<file path="src/dsp_pkg.sv">
/*
 Constants for the two-channel serial port: register offsets, field
 positions, reset values and divider counts. Assumes a 32-bit APB host.
*/
// What this block does
// - Fixed 9-bit mode baud is clock/64, or clock/32 with doubling.
// - Shift mode clocks data at clock/12, or clock/2 when fast.
// - Reserved mode-config bits read zero and ignore writes.
// - Mode field bits 2-1: shift, 8-bit var, 9-bit fixed, 9-bit var.
// - Variable-rate modes run at baud timer overflow rate over 16.
// - 8-bit mode with check set flags receive only on stop bit one.
// - 9-bit modes with check set flag receive only on ninth bit one.
// - Buffer write gives transmit byte; read returns last received byte.
// - Address match compares only bits whose mask bit is one.
// - Broadcast is address OR mask; zero bits are don't-care.
// - Second channel: two modes, no error flags, no address match.
// - 8-bit frame: start zero, eight data LSB first, stop one.
// - Buffer write starts sending at next divide-by-16 rollover.
// - Transmit flag sets as the stop bit starts in 8-bit mode.
// - Receive needs enable; falling input edge resets the 16 counter.
// - Bit value is majority of samples at states 7, 8 and 9.
// - A start bit voted one is dropped and the receiver rearms.
// - 8-bit frame loads byte and stop bit only if flag clear.
// - 9-bit frame: start, eight data LSB first, ninth bit, stop.
// - 9-bit send copies ninth bit in; flag sets as stop starts.
// - 9-bit receive stores ninth bit and byte; flag needs stop one.
package dsp_pkg;
  localparam int ADDR_W = 8;
  localparam logic [7:0] CFG_OFS = 8'h00;
  localparam logic [7:0] BUF_OFS = 8'h04;
  localparam logic [7:0] SLAVE_MATCH_ADDRESS_OFS = 8'h08;
  localparam logic [7:0] SMASK_OFS = 8'h0C;
  localparam logic [7:0] CTL_OFS = 8'h10;
  localparam logic [7:0] BUF2_OFS = 8'h14;
  localparam logic [7:0] CTL2_OFS = 8'h18;
  localparam int CFG_DBL_BIT = 7;
  localparam int CFG_SPD_BIT = 5;
  localparam int CFG_MODE_LSB = 1;
  localparam int CFG_MPC_BIT = 0;
  localparam int CTL_MPC_BIT = 6;
  localparam int CTL_MODE9_BIT = 5;
  localparam int CTL_REN_BIT = 4;
  localparam int CTL_TB8_BIT = 3;
  localparam int CTL_RB8_BIT = 2;
  localparam int CTL_TI_BIT = 1;
  localparam int CTL_RI_BIT = 0;
  localparam logic [7:0] REG_RST = 8'h00;
  localparam logic [2:0] M2_OS_DIV_NORM = 3'h4;
  localparam logic [2:0] M2_OS_DIV_DBL = 3'h2;
  localparam logic [2:0] M0_HALF_SLOW = 3'h6;
  localparam logic [2:0] M0_HALF_FAST = 3'h1;
  localparam logic [3:0] VOTE_A = 4'h7;
  localparam logic [3:0] VOTE_B = 4'h8;
  localparam logic [3:0] VOTE_C = 4'h9;
  localparam logic [3:0] BITS_SHIFT = 4'h8;
  localparam logic [3:0] FRAME8_LEN = 4'hA;
  localparam logic [3:0] FRAME9_LEN = 4'hB;
  typedef enum logic [1:0] {
    MODE_SHIFT, MODE_8VAR, MODE_9FIX, MODE_9VAR
  } dsp_mode_type;
endpackage

</file>
<file path="src/dsp_serial_port.sv">
/*
 Two-channel serial port: one channel engine per channel plus the APB
 register file. Assumes timer overflow pulses on the same clock.
*/
// Design decisions made here: the register addresses and the APB interface to the registers.
`timescale 1ns/1ps
`default_nettype none
module dsp_chan import dsp_pkg::*; #(
  parameter bit ADDR_MATCH = 1'b1
) (
  input wire logic pclk,
  input wire logic presetn,
  input wire dsp_mode_type mode,
  input wire logic mpc,
  input wire logic ren,
  input wire logic tb8,
  input wire logic [7:0] slave_match_address,
  input wire logic [7:0] smask,
  input wire logic os_tick,
  input wire logic half_tick,
  input wire logic wr,
  input wire logic [7:0] wdata,
  input wire logic clr_ti,
  input wire logic clr_ri,
  input wire logic rxd_i,
  output logic txd,
  output logic dat_o,
  output logic dat_oe,
  output logic ti,
  output logic ri,
  output logic rb8,
  output logic [7:0] rbuf
);
  typedef struct packed {
    logic s1, s2, s3, lvl, smp;
    logic tx_busy, m0_rx, m0_ph;
    logic [3:0] tx_cnt, tx_left;
    logic [10:0] tx_sh;
    logic txd, dat, dat_oe, ti, ri, rb8;
    logic [7:0] rbuf;
    logic rx_busy;
    logic [3:0] rx_cnt, rx_bitn;
    logic [8:0] rx_sh;
    logic v7, v8;
  } dsp_chan_state_type;
  localparam dsp_chan_state_type CHAN_RST = '{s1: 1'b1, s2: 1'b1,
    s3: 1'b1, lvl: 1'b1, smp: 1'b1, txd: 1'b1, dat: 1'b1, default: '0};

  dsp_chan_state_type q, n;
  logic nine, tx_roll, rx_on, rx_decide, vote, match, stop, ninth;
  logic [3:0] rx_cur, rx_last;
  logic [7:0] rx_byte, bcast;

  always_comb begin
    n = q;
    nine = mode == MODE_9FIX || mode == MODE_9VAR;
    tx_roll = os_tick && q.tx_cnt == 4'hF;
    rx_on = ren && mode != MODE_SHIFT;
    rx_cur = q.rx_cnt + 4'h1;
    rx_last = nine ? FRAME9_LEN - 4'h1 : FRAME8_LEN - 4'h1;
    rx_decide = rx_on && os_tick && q.rx_busy && rx_cur == VOTE_C;
    vote = (q.v7 & q.v8) | (q.v7 & q.lvl) | (q.v8 & q.lvl);
    stop = vote;
    ninth = q.rx_sh[8];
    rx_byte = q.rx_sh[7:0];
    bcast = slave_match_address | smask;
    match = !ADDR_MATCH
      || ((rx_byte ^ slave_match_address) & smask) == 8'h00
      || (rx_byte & bcast) == bcast;
    // third stage compared against second; first feeds only the second
    n.s1 = rxd_i;
    n.s2 = q.s1;
    n.s3 = q.s2;
    if (q.s2 == q.s3) begin
      n.lvl = q.s3;
    end
    // clear first so that a same-cycle hardware set wins
    if (clr_ti) begin
      n.ti = 1'b0;
    end
    if (clr_ri) begin
      n.ri = 1'b0;
    end
    if (os_tick) begin
      n.tx_cnt = q.tx_cnt + 4'h1;
    end
    if (mode == MODE_SHIFT) begin
      if (!q.tx_busy && wr) begin
        n.tx_busy = 1'b1;
        n.m0_rx = 1'b0;
        n.tx_sh = {3'h7, wdata};
        n.tx_left = BITS_SHIFT;
        n.m0_ph = 1'b0;
        n.dat_oe = 1'b1;
      end else if (!q.tx_busy && ren && !q.ri) begin
        n.tx_busy = 1'b1;
        n.m0_rx = 1'b1;
        n.tx_left = BITS_SHIFT;
        n.m0_ph = 1'b0;
        n.dat_oe = 1'b0;
      end else if (q.tx_busy && half_tick) begin
        if (!q.m0_ph) begin
          n.txd = 1'b0;
          n.dat = q.tx_sh[0];
          n.m0_ph = 1'b1;
        end else begin
          n.txd = 1'b1;
          n.m0_ph = 1'b0;
          n.tx_sh = {q.tx_sh[10:8], q.m0_rx ? q.lvl : 1'b1, q.tx_sh[7:1]};
          n.tx_left = q.tx_left - 4'h1;
          if (q.tx_left == 4'h1) begin
            n.tx_busy = 1'b0;
            n.dat_oe = 1'b0;
            if (q.m0_rx) begin
              n.rbuf = {q.lvl, q.tx_sh[7:1]};
              n.ri = 1'b1;
            end else begin
              n.ti = 1'b1;
            end
          end
        end
      end
    end else begin
      n.dat_oe = 1'b0;
      if (!q.tx_busy && wr) begin
        n.tx_busy = 1'b1;
        n.m0_rx = 1'b0;
        // idle until rollover; bit timing ignores the write instant
        n.tx_sh = {1'b1, nine ? tb8 : 1'b1, wdata, 1'b0};
        n.tx_left = nine ? FRAME9_LEN : FRAME8_LEN;
      end else if (q.tx_busy && tx_roll) begin
        if (q.tx_left == 4'h0) begin
          n.tx_busy = 1'b0;
        end else begin
          n.txd = q.tx_sh[0];
          n.tx_sh = {1'b1, q.tx_sh[10:1]};
          n.tx_left = q.tx_left - 4'h1;
          if (q.tx_left == 4'h1) begin
            n.ti = 1'b1;
          end
        end
      end
    end
    if (!rx_on) begin
      n.rx_busy = 1'b0;
    end else if (os_tick) begin
      n.smp = q.lvl;
      if (!q.rx_busy) begin
        if (q.smp && !q.lvl) begin
          n.rx_busy = 1'b1;
          n.rx_cnt = 4'h0;
          n.rx_bitn = 4'h0;
        end
      end else begin
        n.rx_cnt = rx_cur;
        if (rx_cur == VOTE_A) begin
          n.v7 = q.lvl;
        end
        if (rx_cur == VOTE_B) begin
          n.v8 = q.lvl;
        end
        if (rx_decide) begin
          n.rx_bitn = q.rx_bitn + 4'h1;
          if (q.rx_bitn == 4'h0) begin
            if (vote) begin
              n.rx_busy = 1'b0;
            end
          end else if (q.rx_bitn == rx_last) begin
            n.rx_busy = 1'b0;
            if (!q.ri) begin
              if (!nine) begin
                if (!mpc || stop) begin
                  n.rbuf = rx_byte;
                  n.rb8 = stop;
                  n.ri = 1'b1;
                end
              end else if (!mpc) begin
                n.rbuf = rx_byte;
                n.rb8 = ninth;
                n.ri = stop;
              end else if (ninth && stop && match) begin
                n.rbuf = rx_byte;
                n.rb8 = ninth;
                n.ri = 1'b1;
              end
            end
          end else begin
            n.rx_sh[q.rx_bitn - 4'h1] = vote;
          end
        end
      end
    end
  end

  always_ff @(posedge pclk or negedge presetn) begin
    if (!presetn) begin
      q <= CHAN_RST;
    end else begin
      q <= n;
    end
  end

  assign txd = q.txd;
  assign dat_o = q.dat;
  assign dat_oe = q.dat_oe;
  assign ti = q.ti;
  assign ri = q.ri;
  assign rb8 = q.rb8;
  assign rbuf = q.rbuf;

  chk_tx_rollover: assert property (@(posedge pclk) disable iff (!presetn)
    $fell(q.txd) && mode != MODE_SHIFT |-> $past(tx_roll))
    else $error("start bit not on counter rollover");
  chk_tx_stop_flag: assert property (@(posedge pclk) disable iff (!presetn)
    $rose(q.ti) && mode != MODE_SHIFT |-> q.txd && $past(tx_roll))
    else $error("transmit flag not at stop bit start");
  chk_tx_ninth: assert property (@(posedge pclk) disable iff (!presetn)
    !q.tx_busy && wr && nine && mode != MODE_SHIFT
    |=> q.tx_sh[9] == $past(tb8))
    else $error("ninth bit not loaded");
  chk_rx_enable: assert property (@(posedge pclk) disable iff (!presetn)
    !ren |=> !q.rx_busy)
    else $error("receiver busy while disabled");
  chk_rx_align: assert property (@(posedge pclk) disable iff (!presetn)
    $rose(q.rx_busy) |-> q.rx_cnt == 4'h0 && $past(os_tick))
    else $error("counter not reset on start edge");
  chk_start_reject: assert property (@(posedge pclk) disable iff (!presetn)
    rx_decide && q.rx_bitn == 4'h0 && vote |=> !q.rx_busy)
    else $error("bad start bit accepted");
  chk_rx_hold: assert property (@(posedge pclk) disable iff (!presetn)
    q.ri && !clr_ri |=> q.ri && $stable(q.rbuf))
    else $error("buffer changed while flag set");
  chk_mpc_ninth: assert property (@(posedge pclk) disable iff (!presetn)
    $rose(q.ri) && nine && mpc |-> q.rb8)
    else $error("data byte flagged under check");
  chk_vote_state: assert property (@(posedge pclk) disable iff (!presetn)
    $rose(q.ri) && mode != MODE_SHIFT |-> $past(rx_cur) == VOTE_C)
    else $error("frame ended off the vote state");
endmodule

module dsp_serial_port import dsp_pkg::*; (
  input wire logic pclk,
  input wire logic presetn,
  input wire logic psel,
  input wire logic penable,
  input wire logic pwrite,
  input wire logic [ADDR_W-1:0] paddr,
  input wire logic [31:0] pwdata,
  output logic [31:0] prdata,
  output logic pready,
  output logic pslverr,
  input wire logic baud_tmr_ovf,
  input wire logic ch2_tmr_ovf,
  input wire logic ser1_rxd_i,
  output logic ser1_rxd_o,
  output logic ser1_rxd_oe,
  output logic ser1_txd,
  input wire logic ser2_rxd,
  output logic ser2_txd
);
  typedef struct packed {
    logic dbl, spd;
    logic [1:0] mode;
    logic mpc;
    logic [7:0] slave_match_address, smask;
    logic ren1, tb81, ren2, tb82, mode9, mpc2;
    logic [31:0] prdata;
    logic [2:0] m2_cnt, m0_cnt;
  } dsp_top_state_type;

  function automatic logic [2:0] reg_index(input logic [ADDR_W-1:0] a);
    if (a == CFG_OFS) begin
      reg_index = 3'h0;
    end else if (a == BUF_OFS) begin
      reg_index = 3'h1;
    end else if (a == SLAVE_MATCH_ADDRESS_OFS) begin
      reg_index = 3'h2;
    end else if (a == SMASK_OFS) begin
      reg_index = 3'h3;
    end else if (a == CTL_OFS) begin
      reg_index = 3'h4;
    end else if (a == BUF2_OFS) begin
      reg_index = 3'h5;
    end else if (a == CTL2_OFS) begin
      reg_index = 3'h6;
    end else begin
      reg_index = 3'h7;
    end
  endfunction

  dsp_top_state_type q, n;
  logic wr, cfg_wr, m2_tick, m0_tick, os1;
  logic [2:0] widx, m2_lim, m0_lim;
  logic [7:0] rd8;
  logic ti1, ri1, rb81, ti2, ri2, rb82;
  logic [7:0] rbuf1, rbuf2;
  dsp_mode_type mode1, mode2;

  always_comb begin
    n = q;
    wr = psel && penable && pwrite;
    widx = reg_index(paddr);
    cfg_wr = wr && widx == 3'h0;
    mode1 = dsp_mode_type'(q.mode);
    mode2 = q.mode9 ? MODE_9VAR : MODE_8VAR;
    m2_lim = q.dbl ? M2_OS_DIV_DBL : M2_OS_DIV_NORM;
    m0_lim = q.spd ? M0_HALF_FAST : M0_HALF_SLOW;
    m2_tick = q.m2_cnt == m2_lim - 3'h1;
    m0_tick = q.m0_cnt == m0_lim - 3'h1;
    os1 = mode1 == MODE_9FIX ? m2_tick : baud_tmr_ovf;
    // dividers restart on a config write so a new rate starts clean
    n.m2_cnt = (m2_tick || cfg_wr) ? 3'h0 : q.m2_cnt + 3'h1;
    n.m0_cnt = (m0_tick || cfg_wr) ? 3'h0 : q.m0_cnt + 3'h1;
    rd8 = 8'h00;
    if (widx == 3'h0) begin
      rd8[CFG_DBL_BIT] = q.dbl;
      rd8[CFG_SPD_BIT] = q.spd;
      rd8[CFG_MODE_LSB+:2] = q.mode;
      rd8[CFG_MPC_BIT] = q.mpc;
    end else if (widx == 3'h1) begin
      rd8 = rbuf1;
    end else if (widx == 3'h2) begin
      rd8 = q.slave_match_address;
    end else if (widx == 3'h3) begin
      rd8 = q.smask;
    end else if (widx == 3'h4) begin
      rd8 = {3'h0, q.ren1, q.tb81, rb81, ti1, ri1};
    end else if (widx == 3'h5) begin
      rd8 = rbuf2;
    end else if (widx == 3'h6) begin
      rd8 = {1'b0, q.mpc2, q.mode9, q.ren2, q.tb82, rb82, ti2, ri2};
    end
    // read data is captured in the setup cycle, ready in the access cycle
    if (psel && !penable && !pwrite) begin
      n.prdata = {24'h000000, rd8};
    end
    if (wr) begin
      if (widx == 3'h0) begin
        n.dbl = pwdata[CFG_DBL_BIT];
        n.spd = pwdata[CFG_SPD_BIT];
        n.mode = pwdata[CFG_MODE_LSB+:2];
        n.mpc = pwdata[CFG_MPC_BIT];
      end else if (widx == 3'h2) begin
        n.slave_match_address = pwdata[7:0];
      end else if (widx == 3'h3) begin
        n.smask = pwdata[7:0];
      end else if (widx == 3'h4) begin
        n.ren1 = pwdata[CTL_REN_BIT];
        n.tb81 = pwdata[CTL_TB8_BIT];
      end else if (widx == 3'h6) begin
        n.ren2 = pwdata[CTL_REN_BIT];
        n.tb82 = pwdata[CTL_TB8_BIT];
        n.mode9 = pwdata[CTL_MODE9_BIT];
        n.mpc2 = pwdata[CTL_MPC_BIT];
      end
    end
  end

  always_ff @(posedge pclk or negedge presetn) begin
    if (!presetn) begin
      q <= '0;
    end else begin
      q <= n;
    end
  end

  assign prdata = q.prdata;
  assign pready = 1'b1;
  assign pslverr = psel && penable && widx == 3'h7;

  dsp_chan #(.ADDR_MATCH(1'b1)) u_ch1 (
    .pclk(pclk), .presetn(presetn), .mode(mode1), .mpc(q.mpc),
    .ren(q.ren1), .tb8(q.tb81), .slave_match_address(q.slave_match_address), .smask(q.smask),
    .os_tick(os1), .half_tick(m0_tick),
    .wr(wr && widx == 3'h1), .wdata(pwdata[7:0]),
    .clr_ti(wr && widx == 3'h4 && !pwdata[CTL_TI_BIT]),
    .clr_ri(wr && widx == 3'h4 && !pwdata[CTL_RI_BIT]),
    .rxd_i(ser1_rxd_i), .txd(ser1_txd), .dat_o(ser1_rxd_o),
    .dat_oe(ser1_rxd_oe), .ti(ti1), .ri(ri1), .rb8(rb81), .rbuf(rbuf1)
  );

  dsp_chan #(.ADDR_MATCH(1'b0)) u_ch2 (
    .pclk(pclk), .presetn(presetn), .mode(mode2), .mpc(q.mpc2),
    .ren(q.ren2), .tb8(q.tb82), .slave_match_address(8'h00), .smask(8'h00),
    .os_tick(ch2_tmr_ovf), .half_tick(1'b0),
    .wr(wr && widx == 3'h5), .wdata(pwdata[7:0]),
    .clr_ti(wr && widx == 3'h6 && !pwdata[CTL_TI_BIT]),
    .clr_ri(wr && widx == 3'h6 && !pwdata[CTL_RI_BIT]),
    .rxd_i(ser2_rxd), .txd(ser2_txd), .dat_o(), .dat_oe(),
    .ti(ti2), .ri(ri2), .rb8(rb82), .rbuf(rbuf2)
  );

  chk_cfg_reserved: assert property (@(posedge pclk) disable iff (!presetn)
    psel && penable && !pwrite && paddr == CFG_OFS
    |-> prdata[6] == 1'b0 && prdata[4:3] == 2'h0)
    else $error("reserved config bits read nonzero");
  chk_m2_rate: assert property (@(posedge pclk) disable iff (!presetn)
    (m2_tick && !q.dbl) ##1 (!cfg_wr)[*4] |-> m2_tick
    && $past(m2_tick, 1) == 1'b0 && $past(m2_tick, 3) == 1'b0)
    else $error("fixed-rate oversample period wrong");
  chk_m0_rate: assert property (@(posedge pclk) disable iff (!presetn)
    (m0_tick && !q.spd && !cfg_wr) ##1 (!cfg_wr)[*6] |-> m0_tick
    && $past(m0_tick, 1) == 1'b0 && $past(m0_tick, 5) == 1'b0)
    else $error("shift clock half period wrong");
endmodule
`default_nettype wire
</file>
<file path="config.mk">
export PLATFORM = sky130hd
export DESIGN_NAME = dsp_serial_port
export DESIGN_NICKNAME = d
export VERILOG_FILES = /design/src/dsp_pkg.sv /design/src/dsp_serial_port.sv
export SDC_FILE = /design/constraint.sdc
export NUM_CORES = 1
export LEC_CHECK = 0
export BUFFER_PORTS_ARGS = -buffer_cell sky130_fd_sc_hd__buf_2
export CORE_MARGIN = 1
export CORE_UTILIZATION = 55
export CTS_CLUSTER_DIAMETER = 120
export DETAILED_ROUTE_END_ITERATION = 16
export PLACE_DENSITY = 0.81
export SYNTH_ARGS = -nofsm -noshare
export SYNTH_HDL_FRONTEND = slang
export SYNTH_SLANG_ARGS = --single-unit
</file>
<file path="constraint.sdc">
create_clock -name pclk -period 2.25 [get_ports pclk]
set_input_delay 0.3375 -clock pclk [delete_from_list [all_inputs] [get_ports pclk]]
set_output_delay 0.3375 -clock pclk [all_outputs]
set_load 0.02 [all_outputs]
</file>
Word-level counts from Yosys, hierarchy flattened:

Cells that the tools add are included.

* mux-type cells: 156
* order comparisons: 4
* equality and inequality tests: 56
* reduce and logical (&&, ||, !) cells: 116
* bitwise operators: 30
* add/subtract/negate cells: 14

Operators by type and width (number)
* two-way mux 10 bit: 16
* two-way mux 16 bit: 6
* two-way mux 8 bit: 12
* two-way mux 15 bit: 5
* two-way mux 9 bit: 8
* two-way mux 11 bit: 6
* two-way mux 1 bit: 63
* two-way mux 30 bit: 2
* logical AND 1 bit: 40
* two-way mux 13 bit: 3
* two-way mux 3 bit: 13
* AND reduction 4 bit: 9
* two-way mux 2 bit: 14
* AND reduction 5 bit: 5
* adder 4 x 1 -> 4 bit, second input constant: 6
* == test 4 bit, second input constant: 6
* == test 8 x 5 -> 1 bit, second input constant: 3
* AND reduction 3 bit: 8
* nonzero test 2 bit: 11
* two-way mux 20 bit: 1
* bitwise mux 9 bit: 2
* AND reduction 6 bit: 3
* AND reduction 9 bit: 2
* bitwise AND 8 bit: 2
* 40 further kinds: 130

* register bits: 159
* bits of input ports: 49

Longest topological paths before layout:

Gate-level depths: netlist of the first run.

* depth after elaboration: 30
* gate-level depth with buffers: 8

Cells and area by module:

A second synthesis of the first run with hierarchy kept.

* cells, all modules: 961
* area total of the unflattened synthesis: 9653.0 µm²

Modules (own cells, without submodules)
* dsp_chan at u_ch1: sequential area each 1535.2 µm², cells an instance 349, instances 1, area each 3622.2 µm²
* dsp_chan at u_ch2: sequential area each 1535.2 µm², cells an instance 346, instances 1, area each 3490.8 µm²
* dsp_serial_port: sequential area each 1026.0 µm², cells an instance 266, instances 1, area each 2539.9 µm²

Worst setup path after synthesis of the first run:

No wires, ideal clock.

* path kind: input -> register
* start: in paddr[1]
* end: reg q (netlist bit mode1[0])
* stages on the path: 6
* data arrival time: 1.916 ns
* required time: 2.125 ns
* path slack: 0.209 ns
* library setup time: 0.125 ns
* path buffers: 1
* cell sequence: or4_4 nor3_4 nand2_1 nor3_2 buf_6 mux2_2

* longest elaborated chain between the ends: 10
* elaborated cells between the ends (all ways): 16
* those cells by class: 6 x eq/ne; 7 x mux; 3 x reduce/logical

RTL lines
* start: declaration: line dsp_serial_port.sv:247 `input wire logic [ADDR_W-1:0] paddr,`
* == test 8 x 5 -> 1 bit: line dsp_serial_port.sv:284 `end else if (a == CTL2_OFS) begin`
* two-way mux 1 bit: line dsp_serial_port.sv:284
* two-way mux 2 bit: line dsp_serial_port.sv:282 `end else if (a == BUF2_OFS) begin`
* two-way mux 2 bit: line dsp_serial_port.sv:280 `end else if (a == CTL_OFS) begin`
* two-way mux 3 bit: line dsp_serial_port.sv:278 `end else if (a == SMASK_OFS) begin`
* two-way mux 3 bit: line dsp_serial_port.sv:276 `end else if (a == SLAVE_MATCH_ADDRESS_OFS) begin`
* two-way mux 3 bit: line dsp_serial_port.sv:274 `end else if (a == BUF_OFS) begin`
* two-way mux 3 bit (*): line dsp_serial_port.sv:272 `if (a == CFG_OFS) begin`
* logical NOT 3 bit (*): line dsp_serial_port.sv:338 `if (widx == 3'h0) begin`
* AND reduction 2 bit (no source line) (*)
* end signal: assignment: line dsp_serial_port.sv:363 `q <= n;`
* end: declaration: line dsp_serial_port.sv:291 `dsp_top_state_type q, n;`

Every way passes the cells marked *; elsewhere a longest branch is shown, timed or not.
A chain may end at the register's enable or synchronous reset.

==> impl_metrics.yaml, run 1 <==
global_routing:
  grt_start_max_net_pins: 56
  grt_overflow: 0
  grt_pass1_vias: 6614
  track_usage: 0.265
  antenna_found_initial: 1
  grt_pass1_wl_um: 33500
clocking:
  postCtsSetupRepairBufs: 0
  cts_tree: "built"
  cts_root_buf: "clkbuf_16"
  cts.sinks: 159
  htreeDepth: 4
  clockBufferDepth: 2
  path_clk_slew_ns: 0.06
  cts_buffers: 17
  clock_latency_ns: 0.42
yosys:
  synth.top_cell.area_share: 0.413
  synth_ff_type: "dfrtp_1"
  synth_area_leaders: "dfrtp_1 41%, mux2_2 9.5%, nand2_1 4.6%, ha_1 4.1%, dfstp_2 3.9%"
  synth-seq-area-share: 0.452
  syn_inst: 873
  avgSynthCellArea_um2: 10.1
  synth-edff-count: 0
  netlist.top_cell.by_area: "dfrtp_1"
  synth_cell_types: 81
  syn_area_um2: 8840
  yosysWarnings: 0
  synth_seq_cells: 159
  synthArstFlopShare: 1.00
die:
  row_count: 45
  die_x_um: 129
  start_util: 0.573
  ios: 87
  die_area_um2: 16600
  die_y_um: 129
  core_um2: 15400
timing:
  worst_pin_slew_ns: 0.667
  whs_ns: 0.0122
  fin_crit_sh: 0.927
  rsz0062_at_grt: "false"
  final_max_slew_viol_count: 0
  fin_setup_tns_ns: 0
  skew_ns: 0.00841
  fmax_ghz: 0.479
  setup_viol: 0
  slew-limit-headroom: 0.554
  hold_viol: 0
  fin_crit_ns: 2.09
routing:
  vias_per_cell: 5.88
  drtAntennaViolNets: 0
  drtIter0Drc: 571
  first_pass_iters: 5
  drc_errors: 0
  wire_per_inst_um: 17.8
  wl_um: 20600
  num_vias: 6820
worst_setup_path:
  start_kind: "flip-flop"
  r2r_cells: 7
  path_buf_inv: 1
  rr_endpoint: "u_ch1.rbuf[1]"
  critPathMaxFanout: 10
  cp_top_family: "compound AO/OA/AOI/OAI gates"
  cp_slowest_cell: "dfrtp_1"
  end_kind: "flip-flop"
  rrSetupSlack_ns: 0.16
  crit_chain: "a21bo_2 -> a21oi_1 -> o2111ai_1 -> nor3_2 -> o31a_1 -> buf_12 -> mux2_2"
  r2r-start: "u_ch1.q[18]"
  cp.required_ns: 2.55
  critical_path_class: "reg2reg"
  slowest_delay_ns: 0.44
  crit_arrival_ns: 2.39
placed_design:
  place_hpwl_um: 14300
  dpl_cell_area_um2: 9400
  io_buffers: 37
  gp_congestion: 0.891
layout:
  final_net_count: 1012
  nFillCells: 1182
  final_cell_mix: "146 x dfrtp_1, 109 x nand2_1, 75 x mux2_2"
  drive_gt1_frac: 0.250
  area_growth_pct: 13.3
  design_area_um2: 10000
  final_common_cell: "dfrtp_1"
power:
  power_density_nw_per_um2: 692
  p_sw_w: 0.00179
  netSwitchingFraction: 0.259
  p_leak_nw: 4.66
  p_int_w: 0.00514
  power_frac_seq: 0.474
  power.total_w: 0.00693
  clock_power_share: 0.415
  combPwrFrac: 0.112
  ir_drop_uv: 536
min_path:
  hp-class: "in2reg"
  hold_start: "ser1_rxd_i"
  hold_end: "u_ch1.n[59]"
  min_delay_path_depth: 1
status:
  status: "finished clean"
run:
  drv_cap: 0
==> Yosys cell counts (5+ instances only) <==
master and count:
nor2_1 56, nand3_1 14, a31oi_1 14, o22ai_1 5, nand2_1 109, a21oi_1 51
mux2_2 75, clkbuf_1 18, xnor2_1 11, nor3_1 14, nand3b_1 7, o21ai_0 43
buf_4 36, nand4_1 10, mux2i_1 16, dfstp_2 13, a22o_1 6, o211ai_1 9
xor2_1 14, nand2b_1 6, a211oi_1 8, nor3b_1 7, buf_2 8, ha_1 29
a22oi_1 7, nor2b_1 10, inv_1 34, dfrtp_1 146
==> how the worst max path moves through the flow <==
stage | start | cells past startpoint | to
2_1_floorplan | paddr[1] | 6 | mode1[0]
3_3_place_gp | paddr[1] | 6 | q[44]
3_5_place_dp | paddr[1] | 6 | q[51]
4_1_cts | u_ch1.q[15] | 7 | u_ch1.rbuf[6]
5_1_grt | u_ch2.q[15] | 8 | u_ch2.rbuf[6]
6_report | u_ch1.q[18] | 7 | u_ch1.rbuf[1]
==> cell type report <==
cell class	instances	area (µm²)	share of cell area
clock inverter	9	109	0.0109
antenna	1	2.50	0.000250
clock buffer	23	478	0.0477
sequential	159	4000	0.399
multi-input combinational	636	4400	0.439
tap	211	264	0.0263
inverter	34	128	0.0127
timing repair buffer	86	652	0.0650
==> timing repair <==
action	in CTS	in global routing
setup endpoints to repair	0	11
resized for setup	0	4
hold buffers	1	1
hold endpoints to repair	46	1
==> worst register-to-register path, delay by kind of cell, from the launching register on <==
family,cells,cell delay (ns)
AOI/OAI and AO/OA,4,0.87
buffers and inverters,1,0.14
DFF,1,0.44
muxes,1,0.34
and+or+nand+nor,1,0.19
==> logic make-up (layout without fill, tap and decap cells) <==
| family | count (synthesis) | count (layout) | synth area share |
|---|---|---|---|
| multiplexers | 93 | 93 | 0.119 |
| buffers and inverters | 101 | 152 | 0.0631 |
| AO/OA/AOI/OAI | 185 | 185 | 0.134 |
| adder cells (fa/ha/maj) | 33 | 33 | 0.0456 |
| other | 2 | 26 | 0.000849 |
| AND/OR/NAND/NOR | 275 | 275 | 0.161 |
| XOR/XNOR | 25 | 25 | 0.0248 |
| flip-flops | 159 | 159 | 0.452 |
==> power groups by stage <==
stage | Sequential, W | Combinational, W | Clock (W)
after global routing | 0.00331 | 0.000865 | 0.00302
after floorplan | 0.00330 | 0.000535 | 0
after global placement | 0.00332 | 0.000736 | 0
final | 0.00328 | 0.000775 | 0.00287
after detailed placement | 0.00333 | 0.000763 | 0
after CTS | 0.00328 | 0.000776 | 0.00289
==> stage by stage <==
stage	utilization	setup slack [ns]	instances
3_3_place_gp	0.609	0.0682	1124
2_1_floorplan	-	0.209	896
6_report	0.650	0.163	1159
5_1_grt	0.650	0.00569	1159
3_5_place_dp	0.609	0.0316	1124
4_1_cts	0.648	0.0748	1157
==> routing by layer <==
metal / GRT usage / wire length [µm] / up-vias
met5: 0 / 0 / -
met4: 0.125 / 781 / 0
met3: 0.0595 / 1220 / 58
met2: 0.433 / 9930 / 238
met1: 0.334 / 8700 / 3361
li1: - / - / 3163
No activity file was read; power rests on OpenSTA's default activity.
==> run 2, diff against run 1 <==
CORE_MARGIN = 3   (was 1)
==> run 2 against run 1 <==
First-iteration DRC count shrank 20%. Sequential power is essentially flat. Largest cell class unchanged. Wire length shrank 1.2%. Die area grew 6.3%. Clock power shrank 8.4%. Global-route usage shrank 2.8 points. Worst hold slack gained 0.17 ns. Clock-buffer cell count shrank 3. Power shrank 3.5%. Combinational power shrank 0.8%. Core utilization shrank 0.26 points.
==> impl_metrics.yaml, run 2 (synthesis gave the netlist of run 1 again) <==
layout:
  area_growth_pct: 13.3
  drive_gt1_frac: 0.256
  final_common_cell: "dfrtp_1"
  final_net_count: 1019
  fin_util: 0.647
  layout.cells.non_filler: 1165
  num_antenna_cells: 0
  design_area_um2: 10000
  final_cell_mix: "146 x dfrtp_1, 109 x nand2_1, 75 x mux2_2"
  nFillCells: 1214
worst_setup_path:
  start_kind: "flip-flop"
  cp_slowest_cell: "dfrtp_1"
  critPathMaxFanout: 10
  crit_chain: "a21bo_2 -> a21oi_1 -> o2111ai_1 -> nor3_2 -> o31a_1 -> buf_12 -> mux2_2"
  crit_arrival_ns: 2.39
  path_buf_inv: 1
  slowest_delay_ns: 0.41
  cp.required_ns: 2.56
  cp_top_family: "compound AO/OA/AOI/OAI gates"
  end_kind: "flip-flop"
  critical_path_class: "reg2reg"
clocking:
  cts_root_buf: "clkbuf_16"
  cts_buffers: 17
  path_clk_slew_ns: 0.07
  htreeDepth: 4
  clockBufferDepth: 2
  cts.sinks: 159
  clock_latency_ns: 0.43
  cts_tree: "built"
min_path:
  hp-class: "in2reg"
routing:
  wire_per_inst_um: 17.5
  vias_per_cell: 5.84
  drtAntennaViolNets: 0
  drtIter0Drc: 457
  drc_errors: 0
  first_pass_iters: 6
  wl_um: 20400
  num_vias: 6800
timing:
  fmax_ghz: 0.481
  fin_setup_tns_ns: 0
  whs_ns: 0.185
  skew_ns: 0.0104
  rsz0062_at_grt: "false"
  worst_pin_slew_ns: 0.708
  setup_viol: 0
  fin_crit_ns: 2.08
  hold_viol: 0
  fin_crit_sh: 0.923
  final_max_slew_viol_count: 0
  slew-limit-headroom: 0.526
power:
  power_density_nw_per_um2: 668
  p_leak_nw: 4.68
  ir_drop_uv: 512
placed_design:
  io_buffers: 37
  place_inst: 1129
  gp_congestion: 0.909
  place_hpwl_um: 14800
  dpl_cell_area_um2: 9410
global_routing:
  grt_pass1_wl_um: 33500
  grt_pass1_vias: 6616
  track_usage: 0.237
  grt_start_max_net_pins: 49
  grt_overflow: 0
  antenna_found_initial: 0
die:
  die_area_um2: 17600
  core_um2: 15500
  die_x_um: 133
  start_util: 0.571
  ios: 87
  row_count: 45
  die_y_um: 133
run:
  drv_cap: 0
status:
  status: "finished clean"
-- run 2: layer usage --
layer  part of all wire  track usage  vias up
met3              0.063       0.0540       47
met4              0.028       0.0878        0
met5                  0            0        -
met2               0.48        0.381      235
met1               0.43        0.315     3341
li1                   -            -     3177
-- run 2: final cells by class --
type                            count  area, µm²  share of cell area
Tap cell                          211        264              0.0263
Timing Repair Buffer               93        694              0.0693
Clock buffer                       20        447              0.0446
Sequential cell                   159       4000               0.399
Inverter                           34        128              0.0127
Multi-Input combinational cell    636       4400               0.439
Clock inverter                     12       88.8             0.00887
-- run 2: path summary, 6_finish.rpt --
path,to,slack [ns],start,cells past startpoint
setup / recovery,u_ch1.rbuf[1],0.17,u_ch1.q[18],7
hold / removal,u_ch2.q[49],0.18,ch2_tmr_ovf,2
setup reg to reg,u_ch1.rbuf[1],0.17,u_ch1.q[18],7
hold reg to reg,u_ch2.q[58],0.36,u_ch2.n[58],0
max in group asynchronous,u_ch1.q[57],1.11,presetn,3
min in group asynchronous,u_ch2.q[11],0.39,presetn,2
-- run 2: per-stage QoR --
stage               setup slack [ns]  power (W)
floorplan                      0.209    0.00383
global placement              0.0338    0.00406
detailed placement          -0.00534    0.00410
CTS                           0.0857    0.00672
global route                  0.0257    0.00696
finish                         0.172    0.00669
-- run 2: repair_timing --
action,4_1_cts,5_1_grt
setup buffers,0,1
setup endpoints to repair,0,20
hold endpoints to repair,40,0
hold buffers,3,0
gates resized for setup,0,5
-- run 2: worst reg2reg max path, cell delays in order, from the launching register on --
cell,delay [ns]
dfrtp_1,0.41
a21bo_2,0.26
a21oi_1,0.18
o2111ai_1,0.24
nor3_2,0.20
o31a_1,0.20
buf_12,0.14
mux2_2,0.33
-- run 2: where the power goes --
group / switching (W) / internal (W) / total, W
registers: 0.000203 / 0.00309 / 0.00329
clock network: 0.00119 / 0.00144 / 0.00263
logic: 0.000434 / 0.000335 / 0.000769
